### src/rtl/omc_pkg.sv
// Package for the operating mode controller: mode codes, control bit groups, timing counts.
// Assumes a single 25 MHz system clock domain.
package omc_pkg;
   // Clock rate and machine cycle length in basic clock periods.
   localparam int CLK_HZ = 25000000;
   localparam int MCYC_PERIODS = 4;
   localparam logic [1:0] MCYC_LAST = 2'h3;
   // Oscillator warm-up after stop release, in microseconds.
   localparam int WARMUP_US = 2000;
   localparam int WARMUP_CYC = (WARMUP_US * (CLK_HZ / 1000000) < 1) ? 1 :
      WARMUP_US * (CLK_HZ / 1000000);

   // Operating modes, one-hot.
   typedef enum logic [10:0] {
      OMC_NORMAL1 = 11'h001,
      OMC_IDLE1 = 11'h002,
      OMC_IDLE0 = 11'h004,
      OMC_NORMAL2 = 11'h008,
      OMC_IDLE2 = 11'h010,
      OMC_SLOW2 = 11'h020,
      OMC_SLEEP2 = 11'h040,
      OMC_SLOW1 = 11'h080,
      OMC_SLEEP1 = 11'h100,
      OMC_SLEEP0 = 11'h200,
      OMC_STOP = 11'h400
   } omc_mode_t;

   // Control bits written by software.
   typedef struct packed {
      logic fast_osc_enable;
      logic slow_osc_enable;
      logic main_clock_select;
      logic idle;
      logic periph_clock_halt;
      logic stop;
      logic stop_level_release;
      logic stop_return_slow;
   } omc_ctrl_t;

   // Clock gating and status presented to the rest of the chip.
   typedef struct packed {
      logic fast_osc_on;
      logic slow_osc_on;
      logic main_clk_slow;
      logic cpu_run;
      logic wdt_run;
      logic periph_clk_on;
      logic tbt_clk_on;
      logic div_low_on;
      logic slow_pins_are_port;
   } omc_gate_t;

   // Reset values of the control bits.
   localparam omc_ctrl_t CTRL_RST = '{fast_osc_enable: 1'b1, default: 1'b0};
endpackage

### src/rtl/omc_ctrl.sv
// Operating mode controller: sequences run, idle, sleep and stop modes and gates clocks.
// Assumes software writes control bits by a one-cycle strobe and the CPU core
// stalls on cpu_run. Wake and stop pins are asynchronous and are synchronised here.
`timescale 1ns/1ns
`default_nettype none
module omc_ctrl #(
   parameter int WARMUP_CYCLES = omc_pkg::WARMUP_CYC
) (
   // Clock, reset and enable.
   input wire logic mclk_i,
   input wire logic rst_i,
   input wire logic ce_i,
   // Software control write.
   input wire logic ctrl_wr_i,
   input wire omc_pkg::omc_ctrl_t ctrl_i,
   // Interrupt side.
   input wire logic wake_req_i,
   input wire logic master_interrupt_enable_i,
   input wire logic time_base_individual_enable_i,
   input wire logic time_base_int_enable_i,
   input wire logic time_base_src_i,
   input wire logic stop_pin_i,
   // Status and gating.
   output omc_pkg::omc_mode_t mode_o,
   output omc_pkg::omc_ctrl_t ctrl_o,
   output omc_pkg::omc_gate_t gate_o,
   output logic [1:0] mcyc_state_o,
   output logic resume_take_int_o,
   output logic resume_next_insn_o,
   output logic time_base_interrupt_latch_set_o,
   output logic sw_reset_req_o
);
   omc_pkg::omc_mode_t mode_r;
   omc_pkg::omc_mode_t mode_nxt;
   omc_pkg::omc_ctrl_t ctrl_r;
   omc_pkg::omc_gate_t gate_r;
   logic [2:0] wake_sync_r;
   logic [2:0] tb_sync_r;
   logic [2:0] stop_sync_r;
   logic wake_q_r;
   logic tb_q_r;
   logic stop_q_r;
   logic tb_en_at_entry_r;
   logic stop_armed_r;
   logic [31:0] warm_cnt_r;
   logic warming_r;
   logic [1:0] mcyc_r;
   logic resume_take_int_r;
   logic resume_next_r;
   logic tb_set_r;
   logic sw_reset_r;
   logic wake_ev;
   logic tb_fall;
   logic stop_rel;
   logic bad_osc;

   // Agreed level of a three-stage synchroniser: second and third stage equal.
   function automatic logic sync_agree(input logic [2:0] s, input logic prev);
      return (s[1] == s[2]) ? s[2] : prev;
   endfunction

   // Synchronise asynchronous pins; only stages two and three are ever examined.
   always_ff @(posedge mclk_i) begin
      if (rst_i) begin
         wake_sync_r <= 3'h0;
         tb_sync_r <= 3'h0;
         stop_sync_r <= 3'h0;
         wake_q_r <= 1'b0;
         tb_q_r <= 1'b0;
         stop_q_r <= 1'b0;
      end else if (ce_i) begin
         wake_sync_r <= {wake_sync_r[1:0], wake_req_i};
         tb_sync_r <= {tb_sync_r[1:0], time_base_src_i};
         stop_sync_r <= {stop_sync_r[1:0], stop_pin_i};
         wake_q_r <= sync_agree(wake_sync_r, wake_q_r);
         tb_q_r <= sync_agree(tb_sync_r, tb_q_r);
         stop_q_r <= sync_agree(stop_sync_r, stop_q_r);
      end
   end

   // Qualified events used by the mode machine.
   assign wake_ev = sync_agree(wake_sync_r, wake_q_r);
   assign tb_fall = tb_q_r & ~sync_agree(tb_sync_r, tb_q_r);
   // Level release needs the pin high; edge release needs a rising edge after arming.
   assign stop_rel = ctrl_r.stop_level_release ? stop_q_r :
      (stop_armed_r & stop_q_r);

   // Illegal oscillator combinations in a control write force a reset request.
   assign bad_osc = ctrl_wr_i &
      ((~ctrl_i.fast_osc_enable & ~ctrl_i.slow_osc_enable) |
       (~ctrl_i.fast_osc_enable & ~ctrl_r.main_clock_select) |
       (~ctrl_i.slow_osc_enable & ctrl_r.main_clock_select));

   // Next mode. Control writes only act from run modes; wakes from halted modes.
   always_comb begin
      mode_nxt = mode_r;
      unique case (mode_r)
         omc_pkg::OMC_NORMAL1, omc_pkg::OMC_NORMAL2: begin
            if (ctrl_wr_i && ctrl_i.stop) begin
               mode_nxt = omc_pkg::OMC_STOP;
            end else if (ctrl_wr_i && ctrl_i.idle) begin
               mode_nxt = (mode_r == omc_pkg::OMC_NORMAL1) ? omc_pkg::OMC_IDLE1 :
                  omc_pkg::OMC_IDLE2;
            end else if (ctrl_wr_i && ctrl_i.periph_clock_halt) begin
               mode_nxt = omc_pkg::OMC_IDLE0;
            end else if (ctrl_wr_i && ctrl_i.slow_osc_enable && ctrl_i.main_clock_select) begin
               mode_nxt = omc_pkg::OMC_SLOW2;
            end else if (ctrl_wr_i && ctrl_i.slow_osc_enable) begin
               mode_nxt = omc_pkg::OMC_NORMAL2;
            end else if (ctrl_wr_i) begin
               mode_nxt = omc_pkg::OMC_NORMAL1;
            end
         end
         omc_pkg::OMC_SLOW2, omc_pkg::OMC_SLOW1: begin
            if (ctrl_wr_i && ctrl_i.stop) begin
               mode_nxt = omc_pkg::OMC_STOP;
            end else if (ctrl_wr_i && ctrl_i.idle) begin
               mode_nxt = (mode_r == omc_pkg::OMC_SLOW2) ? omc_pkg::OMC_SLEEP2 :
                  omc_pkg::OMC_SLEEP1;
            end else if (ctrl_wr_i && ctrl_i.periph_clock_halt) begin
               mode_nxt = omc_pkg::OMC_SLEEP0;
            end else if (ctrl_wr_i && !ctrl_i.main_clock_select && ctrl_i.fast_osc_enable) begin
               mode_nxt = omc_pkg::OMC_NORMAL2;
            end else if (ctrl_wr_i) begin
               mode_nxt = ctrl_i.fast_osc_enable ? omc_pkg::OMC_SLOW2 :
                  omc_pkg::OMC_SLOW1;
            end
         end
         omc_pkg::OMC_IDLE1: if (wake_ev) mode_nxt = omc_pkg::OMC_NORMAL1;
         omc_pkg::OMC_IDLE2: if (wake_ev) mode_nxt = omc_pkg::OMC_NORMAL2;
         omc_pkg::OMC_SLEEP1: if (wake_ev) mode_nxt = omc_pkg::OMC_SLOW1;
         omc_pkg::OMC_SLEEP2: if (wake_ev) mode_nxt = omc_pkg::OMC_SLOW2;
         omc_pkg::OMC_IDLE0: if (tb_fall) mode_nxt = omc_pkg::OMC_NORMAL1;
         omc_pkg::OMC_SLEEP0: if (tb_fall) mode_nxt = omc_pkg::OMC_SLOW1;
         omc_pkg::OMC_STOP: begin
            if (warming_r && warm_cnt_r == 32'h0) begin
               mode_nxt = ctrl_r.stop_return_slow ? omc_pkg::OMC_SLOW1 :
                  (ctrl_r.slow_osc_enable ? omc_pkg::OMC_NORMAL2 :
                   omc_pkg::OMC_NORMAL1);
            end
         end
         default: mode_nxt = omc_pkg::OMC_NORMAL1;
      endcase
   end

   // Mode register; a bad oscillator write resets to NORMAL1.
   always_ff @(posedge mclk_i) begin
      if (rst_i) begin
         mode_r <= omc_pkg::OMC_NORMAL1;
      end else if (ce_i) begin
         mode_r <= bad_osc ? omc_pkg::OMC_NORMAL1 : mode_nxt;
      end
   end

   // Control bits. Idle and halt bits clear themselves on wake; a write in the same cycle
   // wins, so a fresh software request is never lost to the automatic clear.
   always_ff @(posedge mclk_i) begin
      if (rst_i) begin
         ctrl_r <= omc_pkg::CTRL_RST;
      end else if (ce_i) begin
         if (bad_osc) begin
            ctrl_r <= omc_pkg::CTRL_RST;
         end else if (ctrl_wr_i) begin
            ctrl_r <= ctrl_i;
         end else if (mode_r != mode_nxt) begin
            ctrl_r.idle <= 1'b0;
            ctrl_r.periph_clock_halt <= 1'b0;
            ctrl_r.stop <= 1'b0;
         end
      end
   end

   // Stop release: arm edge detection once the pin is seen low, then count warm-up.
   always_ff @(posedge mclk_i) begin
      if (rst_i) begin
         stop_armed_r <= 1'b0;
         warming_r <= 1'b0;
         warm_cnt_r <= 32'h0;
      end else if (ce_i) begin
         if (mode_r != omc_pkg::OMC_STOP) begin
            stop_armed_r <= 1'b0;
            warming_r <= 1'b0;
         end else if (!warming_r) begin
            if (!stop_q_r) stop_armed_r <= 1'b1;
            if (stop_rel) begin
               warming_r <= 1'b1;
               warm_cnt_r <= 32'(WARMUP_CYCLES - 1);
            end
         end else if (warm_cnt_r != 32'h0) begin
            warm_cnt_r <= warm_cnt_r - 32'h1;
         end
      end
   end

   // Capture the time base enable at halt entry and raise the latch set on return.
   always_ff @(posedge mclk_i) begin
      if (rst_i) begin
         tb_en_at_entry_r <= 1'b0;
         tb_set_r <= 1'b0;
      end else if (ce_i) begin
         if (mode_nxt == omc_pkg::OMC_IDLE0 || mode_nxt == omc_pkg::OMC_SLEEP0) begin
            if (mode_r != mode_nxt) tb_en_at_entry_r <= time_base_int_enable_i;
         end
         tb_set_r <= tb_fall && tb_en_at_entry_r &&
            (mode_r == omc_pkg::OMC_IDLE0 || mode_r == omc_pkg::OMC_SLEEP0);
      end
   end

   // Resume style after an idle or sleep wake depends on the master enable.
   always_ff @(posedge mclk_i) begin
      if (rst_i) begin
         resume_take_int_r <= 1'b0;
         resume_next_r <= 1'b0;
         sw_reset_r <= 1'b0;
      end else if (ce_i) begin
         resume_take_int_r <= 1'b0;
         resume_next_r <= 1'b0;
         sw_reset_r <= bad_osc;
         if (mode_r inside {omc_pkg::OMC_IDLE1, omc_pkg::OMC_IDLE2,
                            omc_pkg::OMC_SLEEP1, omc_pkg::OMC_SLEEP2} && wake_ev) begin
            resume_take_int_r <= master_interrupt_enable_i;
            resume_next_r <= ~master_interrupt_enable_i;
         end else if ((mode_r == omc_pkg::OMC_IDLE0 || mode_r == omc_pkg::OMC_SLEEP0) && tb_fall) begin
            resume_take_int_r <= master_interrupt_enable_i & time_base_individual_enable_i &
               tb_en_at_entry_r;
            resume_next_r <= ~(master_interrupt_enable_i & time_base_individual_enable_i &
               tb_en_at_entry_r);
         end else if (mode_r == omc_pkg::OMC_STOP && mode_nxt != omc_pkg::OMC_STOP) begin
            resume_next_r <= 1'b1;
         end
      end
   end

   // Clock gating is registered from the next mode so it changes with the mode, except after a bad oscillator write, when it follows one cycle later.
   always_ff @(posedge mclk_i) begin
      if (rst_i) begin
         gate_r <= '{fast_osc_on: 1'b1, cpu_run: 1'b1, wdt_run: 1'b1, periph_clk_on: 1'b1,
                     tbt_clk_on: 1'b1, div_low_on: 1'b1, slow_pins_are_port: 1'b1,
                     default: 1'b0};
      end else if (ce_i) begin
         gate_r.fast_osc_on <= !(mode_nxt inside {omc_pkg::OMC_SLOW1, omc_pkg::OMC_SLEEP1,
            omc_pkg::OMC_SLEEP0}) && !(mode_nxt == omc_pkg::OMC_STOP && !warming_r);
         gate_r.slow_osc_on <= !(mode_nxt inside {omc_pkg::OMC_NORMAL1, omc_pkg::OMC_IDLE1,
            omc_pkg::OMC_IDLE0, omc_pkg::OMC_STOP});
         gate_r.main_clk_slow <= mode_nxt inside {omc_pkg::OMC_SLOW1, omc_pkg::OMC_SLOW2,
            omc_pkg::OMC_SLEEP0, omc_pkg::OMC_SLEEP1, omc_pkg::OMC_SLEEP2};
         gate_r.cpu_run <= mode_nxt inside {omc_pkg::OMC_NORMAL1, omc_pkg::OMC_NORMAL2,
            omc_pkg::OMC_SLOW1, omc_pkg::OMC_SLOW2};
         gate_r.wdt_run <= mode_nxt inside {omc_pkg::OMC_NORMAL1, omc_pkg::OMC_NORMAL2,
            omc_pkg::OMC_SLOW1, omc_pkg::OMC_SLOW2};
         gate_r.periph_clk_on <= !(mode_nxt inside {omc_pkg::OMC_IDLE0, omc_pkg::OMC_SLEEP0,
            omc_pkg::OMC_STOP});
         gate_r.tbt_clk_on <= mode_nxt != omc_pkg::OMC_STOP;
         gate_r.div_low_on <= !(mode_nxt inside {omc_pkg::OMC_SLOW1, omc_pkg::OMC_SLEEP0,
            omc_pkg::OMC_SLEEP1, omc_pkg::OMC_SLEEP2, omc_pkg::OMC_STOP});
         gate_r.slow_pins_are_port <= mode_nxt inside {omc_pkg::OMC_NORMAL1,
            omc_pkg::OMC_IDLE1, omc_pkg::OMC_IDLE0};
      end
   end

   // Machine cycle phase counter; four basic clock periods per cycle while the CPU runs.
   always_ff @(posedge mclk_i) begin
      if (rst_i) begin
         mcyc_r <= 2'h0;
      end else if (ce_i && gate_r.cpu_run) begin
         mcyc_r <= (mcyc_r == omc_pkg::MCYC_LAST) ? 2'h0 : mcyc_r + 2'h1;
      end
   end

   assign mode_o = mode_r;
   assign ctrl_o = ctrl_r;
   assign gate_o = gate_r;
   assign mcyc_state_o = mcyc_r;
   assign resume_take_int_o = resume_take_int_r;
   assign resume_next_insn_o = resume_next_r;
   assign time_base_interrupt_latch_set_o = tb_set_r;
   assign sw_reset_req_o = sw_reset_r;

   // Assertions.
   AST_RESET_NORMAL1: assert property (@(posedge mclk_i) $fell(rst_i) |->
      mode_r == omc_pkg::OMC_NORMAL1) else $error("not NORMAL1 after reset");
   AST_IDLE1_WAKE: assert property (@(posedge mclk_i) disable iff (rst_i)
      (ce_i && mode_r == omc_pkg::OMC_IDLE1 && wake_ev && !bad_osc) |=>
      mode_r == omc_pkg::OMC_NORMAL1 && !ctrl_r.idle) else $error("IDLE1 wake failed");
   AST_IDLE0_EXIT: assert property (@(posedge mclk_i) disable iff (rst_i)
      (ce_i && mode_r == omc_pkg::OMC_IDLE0 && tb_fall && !bad_osc) |=>
      mode_r == omc_pkg::OMC_NORMAL1) else $error("IDLE0 exit failed");
   AST_TB_LATCH: assert property (@(posedge mclk_i) disable iff (rst_i)
      (ce_i && mode_r == omc_pkg::OMC_SLEEP0 && tb_fall && tb_en_at_entry_r) |=>
      tb_set_r) else $error("time base latch not set");
   AST_SLOW2_TO_SLOW1: assert property (@(posedge mclk_i) disable iff (rst_i)
      (ce_i && mode_r == omc_pkg::OMC_SLOW2 && ctrl_wr_i && !bad_osc && !ctrl_i.stop &&
       !ctrl_i.idle && !ctrl_i.periph_clock_halt && ctrl_i.main_clock_select &&
       !ctrl_i.fast_osc_enable) |=> mode_r == omc_pkg::OMC_SLOW1)
      else $error("SLOW1 not entered");
   AST_BAD_OSC_RESET: assert property (@(posedge mclk_i) disable iff (rst_i)
      (ce_i && bad_osc) |=> sw_reset_r && mode_r == omc_pkg::OMC_NORMAL1)
      else $error("oscillator reset missing");
   AST_DIV_STOPPED: assert property (@(posedge mclk_i) disable iff (rst_i)
      mode_r inside {omc_pkg::OMC_SLOW1, omc_pkg::OMC_SLEEP1} |-> !gate_r.div_low_on)
      else $error("divider low stages running");
   AST_IDLE0_GATES: assert property (@(posedge mclk_i) disable iff (rst_i)
      mode_r == omc_pkg::OMC_IDLE0 |-> !gate_r.periph_clk_on && gate_r.tbt_clk_on &&
      !gate_r.cpu_run) else $error("IDLE0 gating wrong");
   AST_IDLE_RESUME: assert property (@(posedge mclk_i) disable iff (rst_i)
      (ce_i && mode_r == omc_pkg::OMC_IDLE2 && wake_ev) |=>
      resume_take_int_r == $past(master_interrupt_enable_i) && resume_next_r != resume_take_int_r)
      else $error("resume style wrong");
   COV_IDLE1: cover property (@(posedge mclk_i) mode_r == omc_pkg::OMC_IDLE1 ##1
      mode_r == omc_pkg::OMC_NORMAL1);
   COV_SLEEP0: cover property (@(posedge mclk_i) mode_r == omc_pkg::OMC_SLEEP0 ##1
      mode_r == omc_pkg::OMC_SLOW1);
   COV_STOP: cover property (@(posedge mclk_i) mode_r == omc_pkg::OMC_STOP ##1
      mode_r != omc_pkg::OMC_STOP);
endmodule
`default_nettype wire

### config.mk
export PLATFORM = sky130hd
export DESIGN_NAME = omc_ctrl
export DESIGN_NICKNAME = d
export VERILOG_FILES = /design/src/rtl/omc_pkg.sv /design/src/rtl/omc_ctrl.sv
export SDC_FILE = /design/constraint.sdc
export NUM_CORES = 1
export LEC_CHECK = 0
export ABC_AREA = 1
export BUFFER_PORTS_ARGS = -buffer_cell sky130_fd_sc_hd__buf_2
export CAP_MARGIN = 10
export CORE_MARGIN = 2
export CORE_UTILIZATION = 52
export DETAILED_ROUTE_END_ITERATION = 6
export GPL_ROUTABILITY_DRIVEN = 0
export PLACE_DENSITY_LB_ADDON = 0.12
export SLEW_MARGIN = 20
export SYNTH_ARGS = -nofsm -noshare
export SYNTH_HDL_FRONTEND = slang
export SYNTH_SLANG_ARGS = --single-unit
export TNS_END_PERCENT = 5
### constraint.sdc
create_clock -name mclk_i -period 4.9 [get_ports mclk_i]
set_input_delay 1.47 -clock mclk_i [delete_from_list [all_inputs] [get_ports mclk_i]]
set_output_delay 1.47 -clock mclk_i [all_outputs]
set_load 0.005 [all_outputs]
Word level (Yosys, flattened, before mapping)

Index checks and enable logic that the tools add are counted.

Output and inout bits: 34
Bits in latches: 0
Flip-flop bits (word level): 80
Memory bits (writable): 0
Memory bits (read-only): 0
Memories kept: 0
Word-level logic and storage cells: 176

Multiply operators: 0
Div/mod/pow operators: 0
Shifts and indexed selects: 0
Equal/unequal tests: 31
Multiplexer cells: 48
$add $sub $neg: 2
Reduce and logical (&&, ||, !) cells: 46
Bitwise logic cells: 17
Order comparisons: 0

Operator list:

| cell                    | count |
|---|---|
| $mux W11                | 19 |
| $pmux W11 S9            | 1 |
| $mux W32                | 3 |
| $logic_not A32 Y1       | 1 |
| $reduce_bool A32 Y1     | 1 |
| $sub A32 B1 Y32 const B | 1 |
| $mux W8                 | 3 |
| $eq A11 B1 Y1 const B   | 2 |
| $eq A11 B10 Y1 const B  | 2 |
| $eq A11 B11 Y1 const B  | 2 |
| $eq A11 B2 Y1 const B   | 2 |
| $eq A11 B3 Y1 const B   | 2 |
| $eq A11 B4 Y1 const B   | 2 |
| $eq A11 B6 Y1 const B   | 2 |
| $eq A11 B7 Y1 const B   | 2 |
| $eq A11 B8 Y1 const B   | 2 |
| $eq A11 B9 Y1 const B   | 2 |
| $ne A11 B11 Y1 const B  | 2 |
| $logic_and A1 B1 Y1     | 16 |
| $mux W1                 | 14 |
| $reduce_bool A3 Y1      | 4 |
| $reduce_bool A4 Y1      | 3 |
| $eq A11 B5 Y1 const B   | 1 |
| $ne A11 B11 Y1          | 1 |
| other kinds (20)        | 54 |

Logic depth before layout (Yosys ltp)

Word-level depth: 13
Mapped depth: 20
Mapped depth without buffers: 20

Least setup slack after synthesis

Ideal clock, no wire load.

Path type: input to register
Start point: input ctrl_wr_i
End point: register ctrl_r, in the netlist ctrl_o[2]
Stages: 15
Slack: 1.806 ns
Data required time: 4.787 ns
Arrival: 2.981 ns
Cells stage by stage: buf_2 -> nand2_1 -> nand2_1 -> nor2_1 -> inv_1 -> nor3_1 -> nor2_1 -> nand3_1 -> nand2_1 -> nand3b_1 -> nor2_1 -> nand4_1 -> nand2_1 -> nor2_1 -> nor2_1

Longest elaborated chain between the ends: 10

Ends and longest elaborated chain:

| item                                   | RTL line                         | text |
|---|---|---|
| start: declaration                     | omc_ctrl.sv:14                   | `input wire logic ctrl_wr_i,` |
| $mux W11, or another cell as far along | omc_ctrl.sv:110                  | `end else if (ctrl_wr_i) begin` |
| $mux W11, or another cell as far along | omc_ctrl.sv:108                  | `end else if (ctrl_wr_i && ctrl_i.slow_osc_enable) begin` |
| $mux W11, on equally long branches     | omc_ctrl.sv:106, omc_ctrl.sv:122 |  |
| $mux W11, on equally long branches     | omc_ctrl.sv:104, omc_ctrl.sv:120 |  |
| $mux W11, on equally long branches     | omc_ctrl.sv:101, omc_ctrl.sv:117 |  |
| $mux W11, on equally long branches     | omc_ctrl.sv:99, omc_ctrl.sv:115  |  |
| $pmux W11 S9                           | omc_ctrl.sv:97                   | `unique case (mode_r)` |
| $ne A11 B11 Y1                         | omc_ctrl.sv:165                  | `end else if (mode_r != mode_nxt) begin` |
| $reduce_bool A3 Y1 (no line)           | --                               |  |
| $reduce_and A2 Y1 (no line)            | --                               |  |
| end signal: assignment                 | omc_ctrl.sv:159                  | `ctrl_r <= omc_pkg::CTRL_RST;` |
| end signal: assignment                 | omc_ctrl.sv:162                  | `ctrl_r <= omc_pkg::CTRL_RST;` |
| end signal: assignment                 | omc_ctrl.sv:164                  | `ctrl_r <= ctrl_i;` |
| end: declaration                       | omc_ctrl.sv:35                   | `omc_pkg::omc_ctrl_t ctrl_r;` |

Several ways; a longest one is shown, not always the timed one.
A chain may end at the register's enable or synchronous reset.

Worst setup path after layout

Start point: input ctrl_wr_i
End point: register ctrl_r, in the netlist ctrl_o[3]

The elaborated chain is that of the path after synthesis.

==> metrics.txt <==
Total Wirelength 16300 um; Seq/Total Area, Yosys 30.2%; Root Buffer clkbuf_8; worst-margin pin slew 911 ps; endpoints failing setup 0; vias per std cell 5.85; starting density of the core 54.1%; clock-pin transition on the worst setup and hold timing paths 80 ps; RSZ-0062 raised after global routing no; die area 11000 um2; Leak 2.90 nW; Antenna diodes 0; Fin. Hold Viols 0; unique cell type count in the Yosys netlist 47; peak fanout along the critical path 18; synthesized area 5310 um2; pwr dens 244 nW/um2; Startpoint Class input port; H-tree Lvls 3; Reg2Reg Depth 15; fraction of layout cells with a size suffix above 1 12.2%; DIE WIDTH 105 um; Max Cap Viol 0; vias in the first global route 5360; Post-Layout Inst Area 5850 um2; Ys Warns 0; area grow syn2layout 10.2%; Fin Setup TNS 0 ps; Worst Hold Path Cells 2; WP data required 5160 ps; Layout Utilization 59.5%; Worst EP arrival 3520 ps; worst relative slew slack 39.0%; CP Cell Sequence buf_2, nand2_1, nand2_1, nor2_1, inv_1, nor3_1, nor2_1, nand3_1, nand2_1, nand3b_1, nor2_1, nand4_1, nand2_1, nor2_1, nor2_1; routed len/inst 15.6 um; Synth area leader dfxtp_1; Post-synth top flop dfxtp_1; Post-synth EDFFs 0; critical path class in -> reg; Max Root-Sink Buffers 2; Hold WC Path Type reg -> reg; post-CTS resize count 0; violated checks design-rule violations; Final Max Slew Viols 0; Initial DRC Count 841; CTS tree built; drc violations 1; synthesized area per cell 6.15 um2; die height 105 um; clk_skew 17.0 ps; cts hold-fix bufs 0; first-pass GRT wire length 26100 um; placed cell area 5640 um2; Synth top area share 30.2%; R2R setup slack 1800 ps; largest net degree at the start of global routing 41; fmax 307 MHz; Total GRT Usage 29.2%; routed vias 6087; crit share post-route 66.6%; CTS sink cnt 80; post-route ant nets 0; start point of the worst hold path gate_o[2]; Detailed Routing Iterations Pass 1 7; CTS buffer count 9; status finished with violations; Final min period 3260 ps; post-synthesis net count 884; post-synthesis sequential element count 80; CP endpoint kind flop; post-detail-place hpwl 12200 um; Total Nets Final 924; largest cells by area after synthesis dfxtp_1 30%, nand2_1 14%, nor2_1 9.3%; most used cell, CP nor2_1; I/O pins 52; count of input and output buffers 51; Hold Path End gate_o[2]; Syn Inst Count 863; Slowest cell on crit path nor3_1; Worst IR Drop VDD 0.162 mV; row cnt 36; Core ar. 9820 um2; worst r2r src mode_o[7]; total grt overflow 0; post-CTS setup buffers 0; delay of the slowest critical-path stage 280 ps; Reg-to-Reg End gate_o[0]; Post-synth ARST share 0%; worst skew pair latency 370 ps; initial antenna violation count 0
## power by group
group	switching (mW)	leakage (nW)	internal, mW
Clock	0.269	0.103	0.252
Sequential	0.0204	0.651	0.671
Combinational	0.144	2.15	0.0704
## through the flow
step                power [mW]  worst slack (ps)  hold WS (ps)  std cells
global placement         0.909              1470           450       1025
CTS                       1.42              1730           473       1041
floorplan                0.844              1810           440        863
global route              1.48              1360           489       1041
finish                    1.43              1640           469       1041
detailed placement       0.914              1350           451       1025
## cell families after synthesis
kind of cell | count (synthesis) | synth area share, %
adders and majority gates | 3 | 0.707
buffers and inverters | 119 | 8.75
DFF | 80 | 30.2
and+or+nand+nor | 497 | 42.7
AOI/OAI and AO/OA | 152 | 15.7
xor gates and xnor gates | 12 | 1.98
## final cells by class
type / count / area (um2)
tap: 133 / 166
clock inverter: 6 / 65.1
multi-input combinational: 664 / 3240
clock buffer: 10 / 138
sequential: 80 / 1600
timing repair buffer: 55 / 285
fill: 993 / 3970
inverter: 93 / 349
## worst max path at each step
stage	startpoint	end	slack [ps]	depth (start not counted)
final	ctrl_wr_i	ctrl_o[3]	1640	15
after global routing	ctrl_wr_i	ctrl_o[3]	1360	15
after CTS	ctrl_wr_i	ctrl_o[3]	1730	15
after detailed placement	ctrl_wr_i	ctrl_o[3]	1350	15
after global placement	ctrl_wr_i	ctrl_o[2]	1470	16
after floorplan	ctrl_wr_i	ctrl_o[2]	1810	15
## cell usage in the layout, fill, tap and decap left out, types with 3 or more instances in the layout
cell type,netlist,final
buf_4,1,4
o21ai_0,50,50
o211ai_1,5,5
nor2_4,8,8
a31oi_1,8,8
ha_1,3,3
inv_2,6,6
nor2_1,132,132
nand3b_1,5,5
o21ai_1,3,3
nand3_1,68,68
xnor2_1,3,3
xor2_1,9,9
nand2_1,201,201
inv_1,86,86
a21oi_1,70,70
nor3b_1,3,3
nor2_2,7,7
dfxtp_1,80,80
a211oi_1,3,3
clkbuf_8,0,10
o31ai_1,4,4
nor4_1,10,10
nor3_1,22,22
buf_2,5,51
nand4_1,19,19
nand2_2,7,7
## synthesized netlist by cell type (4+ instances only)
library cell / instances
nand2_1: 201
nor2_1: 132
inv_1: 86
dfxtp_1: 80
a21oi_1: 70
nand3_1: 68
o21ai_0: 50
nor3_1: 22
nand4_1: 19
clkbuf_1: 17
nor4_1: 10
xor2_1: 9
a31oi_1: 8
nor2_4: 8
nand2_2: 7
nor2_2: 7
inv_2: 6
buf_2: 5
nand3b_1: 5
o211ai_1: 5
o31ai_1: 4
## critical path: cells and delay by family
family / cells / cell delay (ps)
buffers and inverters: 2 / 310
AND/OR/NAND/NOR: 13 / 1740
## per-layer routing
metal	global-route usage, %	share of wire [%]
met5	0	0
met4	11.5	3.4
met3	6.86	11
met2	41.6	40
met1	42.2	45
## state kept, by name, indices dropped and copies added, names as in the netlist
signal                           flops
sw_reset_req_o                       1
tb_q_r                               1
gate_o                               8
tb_sync_r                            3
stop_q_r                             1
mcyc_state_o                         2
stop_sync_r                          3
ctrl_o                               8
resume_next_insn_o                   1
mode_o                              11
wake_sync_r                          3
time_base_interrupt_latch_set_o      1
warming_r                            1
tb_en_at_entry_r                     1
warm_cnt_r                          32
wake_q_r                             1
stop_armed_r                         1
resume_take_int_o                    1
Power figures use the tool's default switching activity.
